[src/power_mode_pkg.sv]
/*
 * Shared constants and carrier types for the power-mode and trip control.
 * Assumes a 10 MHz clock and byte-wide register access from the SMBus
 * protocol engine.
 */
package power_mode_pkg;

   // ****************************************
   // Register offsets and fields
   // ****************************************
   localparam int TRIP_COUNT = 5;
   localparam int TRIP_HIGH = 0;
   localparam int TRIP_LOW = 1;
   localparam int TRIP_PACK = 2;
   localparam int TRIP_CELL = 3;
   localparam int TRIP_STORE = 4;
   localparam logic [TRIP_COUNT-1:0][7:0] TRIP_OFS =
      {8'h70, 8'h6c, 8'h68, 8'h64, 8'h60};
   localparam logic [7:0] OFS_ACC_CLEAR = 8'h62;
   localparam logic [7:0] OFS_TRIP_ENABLE = 8'h76;
   localparam logic [7:0] OFS_OP_MODE = 8'h7a;
   localparam int MAG_MSB = 14;
   localparam int TE_HIGH_EXIT = 7;
   localparam int TE_LOW_ENTRY = 6;
   localparam int TE_PACK_EXIT = 5;
   localparam int TE_CELL1_ENTRY = 4;
   localparam int TE_CELL2_ENTRY = 3;
   localparam int TE_STORE_ENTRY = 2;
   localparam int TE_RANGE_FLAG = 0;
   localparam int OM_SLEEP = 7;
   localparam int OM_DIV_LSB = 3;
   localparam int OM_DIV_MSB = 5;
   localparam int OM_SHELF = 2;
   localparam int OM_POR = 1;
   localparam int OM_RELOAD = 0;
   localparam logic [15:0] TRIP_VALUE_RESET = 16'h0000;
   localparam logic [7:0] TRIP_ENABLE_RESET = 8'h00;
   localparam logic [2:0] DIVIDER_RESET = 3'h0;

   // ****************************************
   // Conversion channels and initialization map
   // ****************************************
   localparam logic [2:0] CH_CURRENT = 3'h0;
   localparam logic [2:0] CH_PACK = 3'h3;
   localparam logic [2:0] CH_CELL1 = 3'h4;
   localparam logic [2:0] CH_CELL2 = 3'h5;
   localparam logic [8:0] EE_INIT_FIRST = 9'h020;
   localparam logic [8:0] EE_WORK_LAST = 9'h07f;
   localparam logic [8:0] EE_INIT_LAST = 9'h084;
   localparam logic [1:0] BANK_WORK = 2'h1;
   localparam logic [1:0] BANK_CAL = 2'h2;

   // ****************************************
   // Timing
   // ****************************************
   localparam int CLK_PERIOD_NS = 100;
   localparam int HALF_SECOND_NS = 500000000;
   localparam int HALF_SECOND_CYCLES = HALF_SECOND_NS / CLK_PERIOD_NS;

   // ****************************************
   // Carrier types and states
   // ****************************************
   typedef struct packed {
      logic wr;
      logic rd;
      logic [7:0] addr;
      logic [7:0] data;
   } reg_req_s;
   typedef struct packed {
      logic valid;
      logic [2:0] chan;
      logic [15:0] value;
      logic over_range;
   } adc_result_s;
   typedef struct packed {
      logic valid;
      logic [1:0] bank;
      logic [7:0] addr;
      logic [7:0] data;
   } load_s;
   typedef enum logic [1:0] {
      LD_IDLE = 2'b00, LD_READ = 2'b01, LD_DONE = 2'b10
   } load_state_e;
   typedef enum logic [1:0] {
      SH_OFF = 2'b00, SH_ARMED = 2'b01, SH_STOP = 2'b10, SH_ENTER = 2'b11
   } shelf_state_e;
endpackage

[src/trip_magnitude_compare.sv]
/*
 * Magnitude comparator for one trip point against a conversion result.
 * Assumes both operands are left-justified sign-magnitude words.
 */
module trip_magnitude_compare
   import power_mode_pkg::*;
(
   // Operands
   input wire logic [15:0] result,
   input wire logic [15:0] trip,
   // Compare outcome
   output logic above,
   output logic below
);
   // The sign bit is dropped from both operands.
   assign above = result[MAG_MSB:0] > trip[MAG_MSB:0];
   assign below = result[MAG_MSB:0] < trip[MAG_MSB:0];
endmodule // trip_magnitude_compare

[src/init_loader.sv]
/*
 * Copies the EEPROM initialization area into working and calibration
 * registers after reset and on each soft reload.
 * Assumes the EEPROM answers a held read request with a one-cycle ack.
 */
module init_loader
   import power_mode_pkg::*;
(
   // Clock and reset
   input wire logic clk,
   input wire logic srst,
   // Control
   input wire logic start,
   output logic busy,
   output logic done,
   // EEPROM read port
   output logic ee_rd_req,
   output logic [8:0] ee_rd_addr,
   input wire logic ee_rd_ack,
   input wire logic [7:0] ee_rd_data,
   // Register load path
   output load_s load
);
   load_state_e state;

   // Walk the initialization area; reset starts a copy at once.
   always_ff @(posedge clk) begin
      if (srst) begin
         state <= LD_READ;
         ee_rd_addr <= EE_INIT_FIRST;
      end else begin
         unique case (state)
            LD_IDLE: if (start) begin
               state <= LD_READ;
               ee_rd_addr <= EE_INIT_FIRST;
            end
            LD_READ: if (ee_rd_ack) begin
               if (ee_rd_addr == EE_INIT_LAST) state <= LD_DONE;
               else ee_rd_addr <= ee_rd_addr + 9'h001;
            end
            LD_DONE: state <= LD_IDLE;
            default: state <= LD_IDLE;
         endcase
      end
   end

   // Each fetched byte goes one to one to its bank.
   always_ff @(posedge clk) begin
      if (srst) begin
         load <= '0;
      end else begin
         load.valid <= state == LD_READ && ee_rd_ack;
         load.bank <= (ee_rd_addr <= EE_WORK_LAST) ? BANK_WORK : BANK_CAL;
         load.addr <= ee_rd_addr[7:0];
         load.data <= ee_rd_data;
      end
   end

   assign ee_rd_req = state == LD_READ;
   assign busy = state != LD_IDLE;
   assign done = state == LD_DONE;
endmodule // init_loader

[src/power_mode_trip_control.sv]
/*
 * Power-mode, trip-point and initialization control of the battery monitor.
 * Assumes an SMBus protocol engine on the same clock delivers byte register
 * accesses and a Stop pulse; line levels and supply detect are raw pins.
 */
module power_mode_trip_control
   import power_mode_pkg::*;
#(
   parameter int HALF_SEC_CYCLES = HALF_SECOND_CYCLES
) (
   // Clock and reset
   input wire logic clk,
   input wire logic srst,
   // Supply-reset detector, raw pin
   input wire logic supply_low,
   // Register access from the SMBus engine
   input wire reg_req_s reg_req,
   output logic [7:0] reg_rdata,
   // SMBus line state
   input wire logic smbus_stop,
   input wire logic scl_pin,
   input wire logic sda_pin,
   // Conversion results
   input wire adc_result_s adc_result,
   input wire logic [2:0] sample_divider,
   // EEPROM read port
   output logic ee_rd_req,
   output logic [8:0] ee_rd_addr,
   input wire logic ee_rd_ack,
   input wire logic [7:0] ee_rd_data,
   // Load path to working registers kept elsewhere
   output load_s load_out,
   // Accumulator clear strobes
   output logic [7:0] acc_clear,
   // Mode outputs
   output logic run_mode,
   output logic init_busy,
   output logic sampled_sleep,
   output logic low_power_osc_en,
   output logic sample_tick,
   output logic shelf_sleep_enter
);
   // ****************************************
   // Declarations
   // ****************************************
   logic [2:0] pin_meta;
   logic [2:0] pin_sync;
   logic rst;
   logic load_done;
   logic reload_pulse;
   logic host_wr;
   logic wr_en;
   logic [7:0] wr_addr;
   logic [7:0] wr_data;
   logic [15:0] trip_val [TRIP_COUNT];
   logic [TRIP_COUNT-1:0] above;
   logic [TRIP_COUNT-1:0] below;
   logic [7:2] trip_en;
   logic range_flag;
   logic [2:0] sleep_interval_divider;
   logic por_flag;
   logic shelf_req;
   shelf_state_e shelf_state;
   logic res_cur;
   logic res_pack;
   logic exit_ev;
   logic entry_ev;
   logic shelf_ev;
   logic wr_operating_mode_control;
   logic [7:0] next_rdata;
   logic [$clog2(HALF_SEC_CYCLES)-1:0] half_cnt;
   logic half_tick;
   logic [15:0] interval_cnt;
   logic [15:0] interval_last;
   logic [3:0] interval_exp;

   // ****************************************
   // Pin synchronisers and internal reset
   // ****************************************
   // Supply detect, SCL and SDA cross in through two flip-flops each.
   always_ff @(posedge clk) begin
      pin_meta <= {supply_low, scl_pin, sda_pin};
      pin_sync <= pin_meta;
   end

   // The block is held in reset while the supply is below threshold.
   assign rst = srst | pin_sync[2];

   // ****************************************
   // Initialization loader
   // ****************************************
   init_loader u_loader (
      .clk(clk),
      .srst(rst),
      .start(reload_pulse),
      .busy(init_busy),
      .done(load_done),
      .ee_rd_req(ee_rd_req),
      .ee_rd_addr(ee_rd_addr),
      .ee_rd_ack(ee_rd_ack),
      .ee_rd_data(ee_rd_data),
      .load(load_out)
   );

   // Run mode follows completion of the copy and ends on a reload.
   always_ff @(posedge clk) begin
      if (rst) run_mode <= 1'b0;
      else if (reload_pulse) run_mode <= 1'b0;
      else if (load_done) run_mode <= 1'b1;
   end

   // ****************************************
   // Register write source
   // ****************************************
   // Loader bytes for bank 1 win; host writes are refused while loading.
   assign host_wr = reg_req.wr & ~init_busy;
   assign wr_en = load_out.valid ? (load_out.bank == BANK_WORK) : host_wr;
   assign wr_addr = load_out.valid ? load_out.addr : reg_req.addr;
   assign wr_data = load_out.valid ? load_out.data : reg_req.data;
   assign wr_operating_mode_control = wr_en && wr_addr == OFS_OP_MODE;

   // ****************************************
   // Trip values and comparators
   // ****************************************
   for (genvar i = 0; i < TRIP_COUNT; i++) begin : g_trip
      // Low byte at the offset, high byte just above it.
      always_ff @(posedge clk) begin
         if (rst) begin
            trip_val[i] <= TRIP_VALUE_RESET;
         end else if (wr_en && wr_addr == TRIP_OFS[i]) begin
            trip_val[i][7:0] <= wr_data;
         end else if (wr_en && wr_addr == TRIP_OFS[i] + 8'h01) begin
            trip_val[i][15:8] <= wr_data;
         end
      end

      trip_magnitude_compare u_cmp (
         .result(adc_result.value),
         .trip(trip_val[i]),
         .above(above[i]),
         .below(below[i])
      );
   end

   // Events fire on each fresh result for the compared channel.
   assign res_cur = adc_result.valid && adc_result.chan == CH_CURRENT;
   assign res_pack = adc_result.valid && adc_result.chan == CH_PACK;
   assign exit_ev = (res_cur && trip_en[TE_HIGH_EXIT] && above[TRIP_HIGH])
      || (res_pack && trip_en[TE_PACK_EXIT] && above[TRIP_PACK]);
   assign entry_ev = (res_cur && trip_en[TE_LOW_ENTRY] && below[TRIP_LOW])
      || (adc_result.valid && adc_result.chan == CH_CELL1
         && trip_en[TE_CELL1_ENTRY] && below[TRIP_CELL])
      || (adc_result.valid && adc_result.chan == CH_CELL2
         && trip_en[TE_CELL2_ENTRY] && below[TRIP_CELL]);
   assign shelf_ev = res_pack && trip_en[TE_STORE_ENTRY]
      && below[TRIP_STORE];

   // ****************************************
   // Trip enable register and range flag
   // ****************************************
   always_ff @(posedge clk) begin
      if (rst) trip_en <= TRIP_ENABLE_RESET[7:2];
      else if (wr_en && wr_addr == OFS_TRIP_ENABLE) trip_en <= wr_data[7:2];
   end

   // Hardware setting of the range flag wins over a clear.
   always_ff @(posedge clk) begin
      if (rst) range_flag <= TRIP_ENABLE_RESET[TE_RANGE_FLAG];
      else if (adc_result.valid && adc_result.over_range) range_flag <= 1'b1;
      else if (wr_en && wr_addr == OFS_TRIP_ENABLE) range_flag <= wr_data[TE_RANGE_FLAG];
   end

   // ****************************************
   // Accumulator clear
   // ****************************************
   // A written pattern strobes for one cycle, then the register clears.
   always_ff @(posedge clk) begin
      if (rst) acc_clear <= 8'h00;
      else if (wr_en && wr_addr == OFS_ACC_CLEAR) acc_clear <= wr_data;
      else acc_clear <= 8'h00;
   end

   // ****************************************
   // Operating mode register
   // ****************************************
   // Trip exit beats trip entry, and both beat a host write.
   always_ff @(posedge clk) begin
      if (rst) sampled_sleep <= 1'b0;
      else if (exit_ev) sampled_sleep <= 1'b0;
      else if (entry_ev) sampled_sleep <= 1'b1;
      else if (wr_operating_mode_control) sampled_sleep <= wr_data[OM_SLEEP];
   end

   assign low_power_osc_en = sampled_sleep;

   // Sample-Sleep interval divider.
   always_ff @(posedge clk) begin
      if (rst) sleep_interval_divider <= DIVIDER_RESET;
      else if (wr_operating_mode_control) sleep_interval_divider <= wr_data[OM_DIV_MSB:OM_DIV_LSB];
   end

   // Power-on flag: set by reset, cleared only by a host write of zero.
   always_ff @(posedge clk) begin
      if (rst) por_flag <= 1'b1;
      else if (host_wr && wr_addr == OFS_OP_MODE && !wr_data[OM_POR]) por_flag <= 1'b0;
   end

   // Soft reload is a host-only strobe that reads back as zero.
   always_ff @(posedge clk) begin
      if (rst) reload_pulse <= 1'b0;
      else reload_pulse <= host_wr && wr_addr == OFS_OP_MODE && wr_data[OM_RELOAD];
   end

   // A host write or the storage trip arms Shelf-Sleep; bytes from the loader never do.
   assign shelf_req = (host_wr && wr_addr == OFS_OP_MODE
      && wr_data[OM_SHELF]) || shelf_ev;

   // ****************************************
   // Shelf-Sleep sequencing
   // ****************************************
   // Armed, then a Stop, then both lines low before entry.
   always_ff @(posedge clk) begin
      if (rst) begin
         shelf_state <= SH_OFF;
      end else begin
         unique case (shelf_state)
            SH_OFF: if (shelf_req) shelf_state <= SH_ARMED;
            SH_ARMED: if (smbus_stop) shelf_state <= SH_STOP;
            SH_STOP: if (!pin_sync[1] && !pin_sync[0]) shelf_state <= SH_ENTER;
            SH_ENTER: shelf_state <= SH_ENTER;
         endcase
      end
   end

   assign shelf_sleep_enter = shelf_state == SH_ENTER;

   // ****************************************
   // Sample-Sleep interval timer
   // ****************************************
   // Half-second base enable, then two to the combined exponent of them.
   assign interval_exp = {1'b0, sample_divider} + {1'b0, sleep_interval_divider};
   assign interval_last = 16'((32'h1 << interval_exp) - 32'h1);
   assign half_tick = half_cnt == ($clog2(HALF_SEC_CYCLES))'(HALF_SEC_CYCLES - 1);

   always_ff @(posedge clk) begin
      if (rst || !sampled_sleep) half_cnt <= '0;
      else if (half_tick) half_cnt <= '0;
      else half_cnt <= half_cnt + 1'b1;
   end

   // Counts half seconds and pulses once per interval.
   always_ff @(posedge clk) begin
      if (rst || !sampled_sleep) begin
         interval_cnt <= 16'h0000;
         sample_tick <= 1'b0;
      end else begin
         sample_tick <= half_tick && interval_cnt >= interval_last;
         if (half_tick) begin
            if (interval_cnt >= interval_last) interval_cnt <= 16'h0000;
            else interval_cnt <= interval_cnt + 16'h0001;
         end
      end
   end

   // ****************************************
   // Register read
   // ****************************************
   // Unmapped addresses read as zero; reserved bits read as zero.
   always_comb begin
      next_rdata = 8'h00;
      for (int i = 0; i < TRIP_COUNT; i++) begin
         if (reg_req.addr == TRIP_OFS[i]) next_rdata = trip_val[i][7:0];
         if (reg_req.addr == TRIP_OFS[i] + 8'h01) next_rdata = trip_val[i][15:8];
      end
      if (reg_req.addr == OFS_ACC_CLEAR) next_rdata = acc_clear;
      if (reg_req.addr == OFS_TRIP_ENABLE) next_rdata = {trip_en, 1'b0, range_flag};
      if (reg_req.addr == OFS_OP_MODE) begin
         next_rdata = {sampled_sleep, 1'b0, sleep_interval_divider,
            shelf_state != SH_OFF, por_flag, 1'b0};
      end
   end

   always_ff @(posedge clk) begin
      if (rst) reg_rdata <= 8'h00;
      else if (reg_req.rd) reg_rdata <= next_rdata;
   end
endmodule // power_mode_trip_control

[config.mk]
export PLATFORM = sky130hd
export DESIGN_NAME = power_mode_trip_control
export DESIGN_NICKNAME = d
export VERILOG_FILES = /design/src/power_mode_pkg.sv /design/src/trip_magnitude_compare.sv /design/src/init_loader.sv /design/src/power_mode_trip_control.sv
export SDC_FILE = /design/constraint.sdc
export NUM_CORES = 1
export LEC_CHECK = 0
export BUFFER_PORTS_ARGS = -buffer_cell sky130_fd_sc_hd__buf_2
export CAP_MARGIN = 20
export CORE_MARGIN = 3
export CORE_UTILIZATION = 26
export DETAILED_ROUTE_END_ITERATION = 7
export SYNTH_ARGS = -nofsm -noshare
export SYNTH_HDL_FRONTEND = slang
export SYNTH_SLANG_ARGS = --single-unit
export TNS_END_PERCENT = 100
[constraint.sdc]
create_clock -name clk -period 9.2 [get_ports clk]
set_clock_uncertainty 0.2 [all_clocks]
set_input_delay 1.84 -clock clk [delete_from_list [all_inputs] [get_ports clk]]
set_output_delay 1.84 -clock clk [all_outputs]
set_load 0.02 [all_outputs]
==> results of run 1 <==
-- logic make-up after synthesis --
| kind of cell | count (synthesis) | synth area share [%] |
|---|---|---|
| other | 1 | 0.03395 |
| XOR/XNOR | 44 | 3.489 |
| multiplexers | 23 | 2.096 |
| adder cells (fa/ha/maj) | 97 | 11.06 |
| AO/OA/AOI/OAI | 239 | 14.40 |
| buffers and inverters | 142 | 5.245 |
| AND/OR/NAND/NOR | 488 | 22.35 |
| flip-flops | 188 | 41.33 |
-- cell usage after synthesis, types with 6 or more instances --
cell type	count
buf_2	10
nor4_1	8
edfxtp_1	80
o21ai_0	62
a211oi_1	16
xnor2_1	24
nand2_1	85
nand4_1	29
nand2b_1	11
mux2i_1	22
nor2b_1	14
o21a_1	6
xor2_1	20
a21o_1	14
and3_1	13
nand3_1	41
clkbuf_1	28
a31oi_1	10
nand3b_1	6
o211ai_1	11
ha_1	96
nor2_1	180
or3_1	8
a22oi_1	7
dfxtp_1	108
o22ai_1	13
nor3_1	37
inv_1	95
a21oi_1	49
and2_1	20
-- flip-flops by register name (all words and copies together), names as in the netlist, 6 cells and up --
signal / cells
interval_cnt: 16
acc_clear: 8
u_loader.ee_rd_addr: 9
u_loader.load: 19
half_cnt: 23
trip_en: 6
trip_val: 80
reg_rdata: 8
-- power by group through the flow --
stage / Sequential (uW) / Clock (uW) / Combinational (uW)
floorplan: 916 / 0 / 119
global placement: 920 / 0 / 193
detailed placement: 920 / 0 / 198
CTS: 901 / 799 / 199
global route: 903 / 833 / 223
finish: 902 / 789 / 202
-- path summary, 6_finish.rpt --
path,from,to,cells after the start
hold / removal,pin_meta[0],pin_sync[0],0
setup reg to reg,sleep_interval_divider[0],sample_tick,15
hold reg to reg,pin_meta[0],pin_sync[0],0
setup / recovery,sample_divider[0],sample_tick,16
-- area by class of cell --
cell class              count  area share [%]
diodes                      1         0.01958
clock buffers              18           3.524
clock inverters            14           1.341
inverters                  96           2.819
multi-input cells         892           46.28
flip-flops and latches    188           35.71
well taps                 532           5.208
repair buffers            123           5.100
-- worst max-delay path: stages --
cell	delay, ns
buf_2	0.08
ha_1	0.15
inv_1	0.05
fa_1	0.69
nor2b_1	0.30
nand2_1	0.12
ha_1	0.35
or2_2	0.36
o21ai_0	0.17
a21oi_1	0.10
ha_1	0.30
nand4_1	0.13
nor4b_2	0.34
o41ai_2	0.17
a2111oi_4	0.97
nor2b_1	0.21
-- metrics by stage --
stage / cells / instance area, um2 / util (%)
final: 1864 / 12780 / 30.88
after global routing: 1864 / 12780 / 30.88
after CTS: 1858 / 12750 / 30.80
after detailed placement: 1826 / 12130 / 29.30
after global placement: 1826 / 12130 / 29.30
after floorplan: 1222 / 11040 / -
-- per-layer routing --
layer / part of all wire [%] / vias up / track usage, %
li1: - / 4573 / -
met1: 46 / 4610 / 21.56
met2: 43 / 425 / 24.01
met3: 7.5 / 71 / 2.995
met4: 3.4 / 4 / 6.351
met5: 0.045 / - / 0
-- placed cells by master (no fill, tap or decap), drive strengths merged, types with 8 or more instances in the layout --
cell    synthesis  final
a211oi         16     16
a21o           14     14
a21oi          49     49
a31oi          10     10
and2           20     20
and3           13     13
buf            18    123
clkbuf         28     18
dfxtp         108    108
edfxtp         80     80
ha             96     96
inv            95    103
mux2i          22     22
nand2          85     85
nand2b         11     11
nand3          41     41
nand4          30     30
nor2          182    182
nor2b          14     14
nor3           42     42
nor4           11     11
o211ai         11     11
o21ai          65     65
o22ai          14     14
or3             8      8
xnor2          24     24
xor2           20     20
==> impl_metrics.tcl, run 1 <==
set metrics [dict create \
    netlist_top_cells_area "edfxtp_1 22%, dfxtp_1 20%, ha_1 11%" \
    ant_nets 0 \
    setup_violations 0 \
    die_h_um 212.1 \
    synth-seq-area-share_pct 41.33 \
    design_power_total_uw 1893 \
    synth_edf_count 80 \
    cts_buffers 17 \
    pwr-share-seq_pct 47.6 \
    clk_latency_ns 0.44 \
    antenna_found_initial 3 \
    worst_slew_pin_slew_ns 1.059 \
    cts_root_buf "clkbuf_16" \
    dr.first_iter.drc_count 763 \
    post-cts-setup-buffers 0 \
    cts_buffer_depth 2 \
    drive_gt1_share_pct 13.82 \
    wl_per_cell_um 19.21 \
    routed_wl_um 35800 \
    globalplace.congestion 0.9328 \
    synth_flop_cell "dfxtp_1" \
    hold_violations 0 \
    power.share.clock_pct 41.7 \
    yosysWarnings 0 \
    criticalPathCategory "in -> reg" \
    switching_share_pct 26.86 \
    synth_area_um2 11040 \
    cts.sinks 188 \
    setup_tns_ns 0 \
    io_buffers 106 \
    dp_hpwl_um 27470 \
    relSlewSlack_pct 28.68 \
    synth_top_area_share_pct 21.75 \
    cts_tree "done" \
    synth_seq_cells 188 \
    overflow 0 \
    async_flop_share_pct 0 \
    synthCells 1222 \
    coreArea_um2 41390 \
    io_pins 108 \
    hp-class "reg -> reg" \
    seqCellArea_um2 4564 \
    die_width_um 212.1 \
    comb_power_share_pct 10.7 \
    grt_max_degree 42 \
    holdBufCountCts 0 \
    startpoint_type "primary input" \
    crit_required_ns 9.37 \
    clkSlewWorstSetupHoldPaths_ns 0.07 \
    gr-usage-all-layers_pct 15.62 \
    yosysTopAreaCell "edfxtp_1" \
    grt_pass1_wl_um 53660 \
    cp-end-kind "flip-flop" \
    floorplan.rows 74 \
    syn-num-nets 1376 \
    setup_ws_ns 3.011 \
    max_cap_viol_count 0 \
    via_per_inst 5.195 \
    period_needed_ns 6.189 \
    p_per_area_nw_per_um2 148.1 \
    ys_types 83 \
    rsz0062_at_grt "no" \
    multi_input_area_um2 5914 \
    area_growth_pct 15.72 \
    p_int_uw 1385 \
    cts_resized 0 \
    finalNetCount 1472 \
    crit_arrival_ns 6.36 \
    switching_power_uw 508.6 \
    ir_drop_v 0.0001047 \
    design.die.area_um2 44990 \
    grt_pass1_vias 9096 \
    drc 0 \
    timing.hold.ws_ns 0.1266 \
    vias 9683 \
    drv_slew 0 \
    pre_cts_ws_ns 2.560 \
    fmax_mhz 161.6 \
    initial_core_util_pct 26.69 \
    status "finished, final reports clean" \
    synth_area_per_cell_um2 9.038 \
    first_pass_iters 6 \
    path_max_fanout 16 \
    nFillCells 4303 \
    rrSetupSlack_ns 4.03 \
    p_leak_uw 0.004908 \
    min_period_over_period_pct 67.27 \
    htreeDepth 4 \
]
(Power assumes the default switching activity.)
==> run 2: changes to the inputs <==
==> constraint.sdc (replaced) <==
create_clock -name clk -period 5.35 [get_ports clk]
set_clock_uncertainty 0.2 [all_clocks]
set_input_delay 1.07 -clock clk [delete_from_list [all_inputs] [get_ports clk]]
set_output_delay 1.07 -clock clk [all_outputs]
set_load 0.02 [all_outputs]
==> run 2 against run 1 <==
Against the previous run: non-clock buffer count is 7 higher; via count is 0.28% lower; worst setup slack worse by 2.4 ns; combinational power is 74% higher; worst hold slack better by 0.0070 ns; count of clock-buffer cells in the layout is 1 higher; clock power is 57% higher; flip-flop and latch count stayed put; sequential power is 72% higher; sequential share of layout area hardly changed; register-to-register slack worse by 3.2 ns.
==> impl_metrics.tcl, run 2 (synthesized netlist as in run 1, its figures left out) <==
set metrics [dict create \
    design_power_total_uw 3143 \
    via_per_inst 5.153 \
    fmax_mhz 210.8 \
    drc 0 \
    floorplan.rows 74 \
    nFillCells 4309 \
    cp-end-kind "flip-flop" \
    die_h_um 212.1 \
    design.die.area_um2 44990 \
    clkSlewWorstSetupHoldPaths_ns 0.08 \
    crit_arrival_ns 4.83 \
    min_period_over_period_pct 88.66 \
    cts_root_buf "clkbuf_16" \
    finalNetCount 1479 \
    setup_tns_ns 0 \
    routed_wl_um 36340 \
    ant_nets 0 \
    first_pass_iters 7 \
    initial_core_util_pct 26.69 \
    period_needed_ns 4.743 \
    worst_slew_pin_slew_ns 1.032 \
    dr.first_iter.drc_count 870 \
    drv_slew 0 \
    hold_violations 0 \
    rrSetupSlack_ns 0.84 \
    path_max_fanout 16 \
    area_growth_pct 15.78 \
    cts_buffer_depth 2 \
    setup_ws_ns 0.6067 \
    io_pins 108 \
    cts.sinks 188 \
    htreeDepth 4 \
    largest_reg_flops 80 \
    max_cap_viol_count 0 \
    globalplace.congestion 0.9389 \
    post-cts-setup-buffers 0 \
    status "finished, final reports clean" \
    drive_gt1_share_pct 14.13 \
    p_per_area_nw_per_um2 245.8 \
    vias 9656 \
    final_cell_mix "179 x nor2_1, 108 x dfxtp_1, 108 x buf_2" \
    clk_latency_ns 0.44 \
    finalNonFillerCells 1874 \
    cts_buffers 17 \
    relSlewSlack_pct 30.47 \
    io_buffers 106 \
    wl_per_cell_um 19.39 \
    cts_resized 0 \
    final_common_cell "nor2_1" \
    setup_violations 0 \
    dp_hpwl_um 27900 \
    overflow 0 \
    grt_pass1_vias 9215 \
    reg.largest.list "trip_val (80), half_cnt (23), u_loader.load (19)" \
    coreArea_um2 41390 \
    criticalPathCategory "in -> reg" \
    crit_required_ns 5.44 \
    hp-class "reg -> reg" \
    cts_tree "done" \
    largest_register "trip_val" \
    grt_max_degree 40 \
    gr-usage-all-layers_pct 15.93 \
    p_leak_uw 0.004914 \
    rsz0062_at_grt "no" \
    antenna_found_initial 6 \
    ir_drop_v 0.0001974 \
    holdBufCountCts 0 \
    placedCellCount 1835 \
    pre_cts_ws_ns 0.1694 \
    grt_pass1_wl_um 54650 \
    startpoint_type "primary input" \
    die_width_um 212.1 \
]
[run 2: cell types whose count changed in the layout (fill, tap and decap cells not counted), sizes merged]
cell and delta:
clkinv +3, buf +6, clkinvlp -1, diode +3
clkbuf +2, inv -1, bufinv -2
[run 2: final cells by class]
type | count | area [um2] | area share (%)
Antenna cell | 4 | 10.01 | 0.07828
Inverter | 96 | 360.3 | 2.818
Tap cell | 532 | 665.6 | 5.205
Clock buffer | 19 | 432.9 | 3.386
Multi-Input combinational cell | 892 | 5911 | 46.22
Sequential cell | 188 | 4564 | 35.69
Timing Repair Buffer | 130 | 718.2 | 5.616
Clock inverter | 13 | 125.1 | 0.9785
[run 2: per-layer routing]
| metal | global-route usage, % | up-vias | share of wire, % |
|---|---|---|---|
| met2 | 24.30 | 438 | 43 |
| met4 | 5.958 | 4 | 3.4 |
| li1 | - | 4586 | - |
| met1 | 22.40 | 4561 | 46 |
| met5 | 0 | - | 0.039 |
| met3 | 3.010 | 67 | 8.0 |
[run 2: worst paths after layout]
| path | from | endpoint | cells after the start |
|---|---|---|---|
| max | sample_divider[0] | interval_cnt[4] | 18 |
| min | pin_meta[2] | pin_sync[2] | 0 |
| max reg2reg | sleep_interval_divider[0] | interval_cnt[4] | 17 |
| min reg2reg | pin_meta[2] | pin_sync[2] | 0 |
[run 2: through the flow]
stage	cell area, um2	hold WS [ns]	utilization (%)
3_3_place_gp	12200	0.1115	29.48
6_report	12790	0.1336	30.90
2_1_floorplan	11040	0.1096	-
5_1_grt	12780	0.1401	30.89
3_5_place_dp	12200	0.1184	29.48
4_1_cts	12760	0.1385	30.83
[run 2: worst max-delay path: stages]
cell and delay, ns:
buf_2 0.08, ha_1 0.15, inv_1 0.06, fa_1 0.40, xnor2_1 0.19, nor2_1 0.32, nand2_1 0.14, ha_1 0.21
or2_2 0.30, o21ai_0 0.17, a21oi_1 0.11, ha_1 0.30, nand4_1 0.13, nor4b_2 0.33, o41ai_2 0.17, a2111oi_4 0.44
buf_12 0.20, nor3_1 0.06
[run 2: report_power, final]
group          switching [uW]  internal [uW]  leakage, uW
combinational             228            123      0.00287
clock                     623            618     0.000277
sequential               27.5           1520      0.00177
total                     878           2260      0.00491
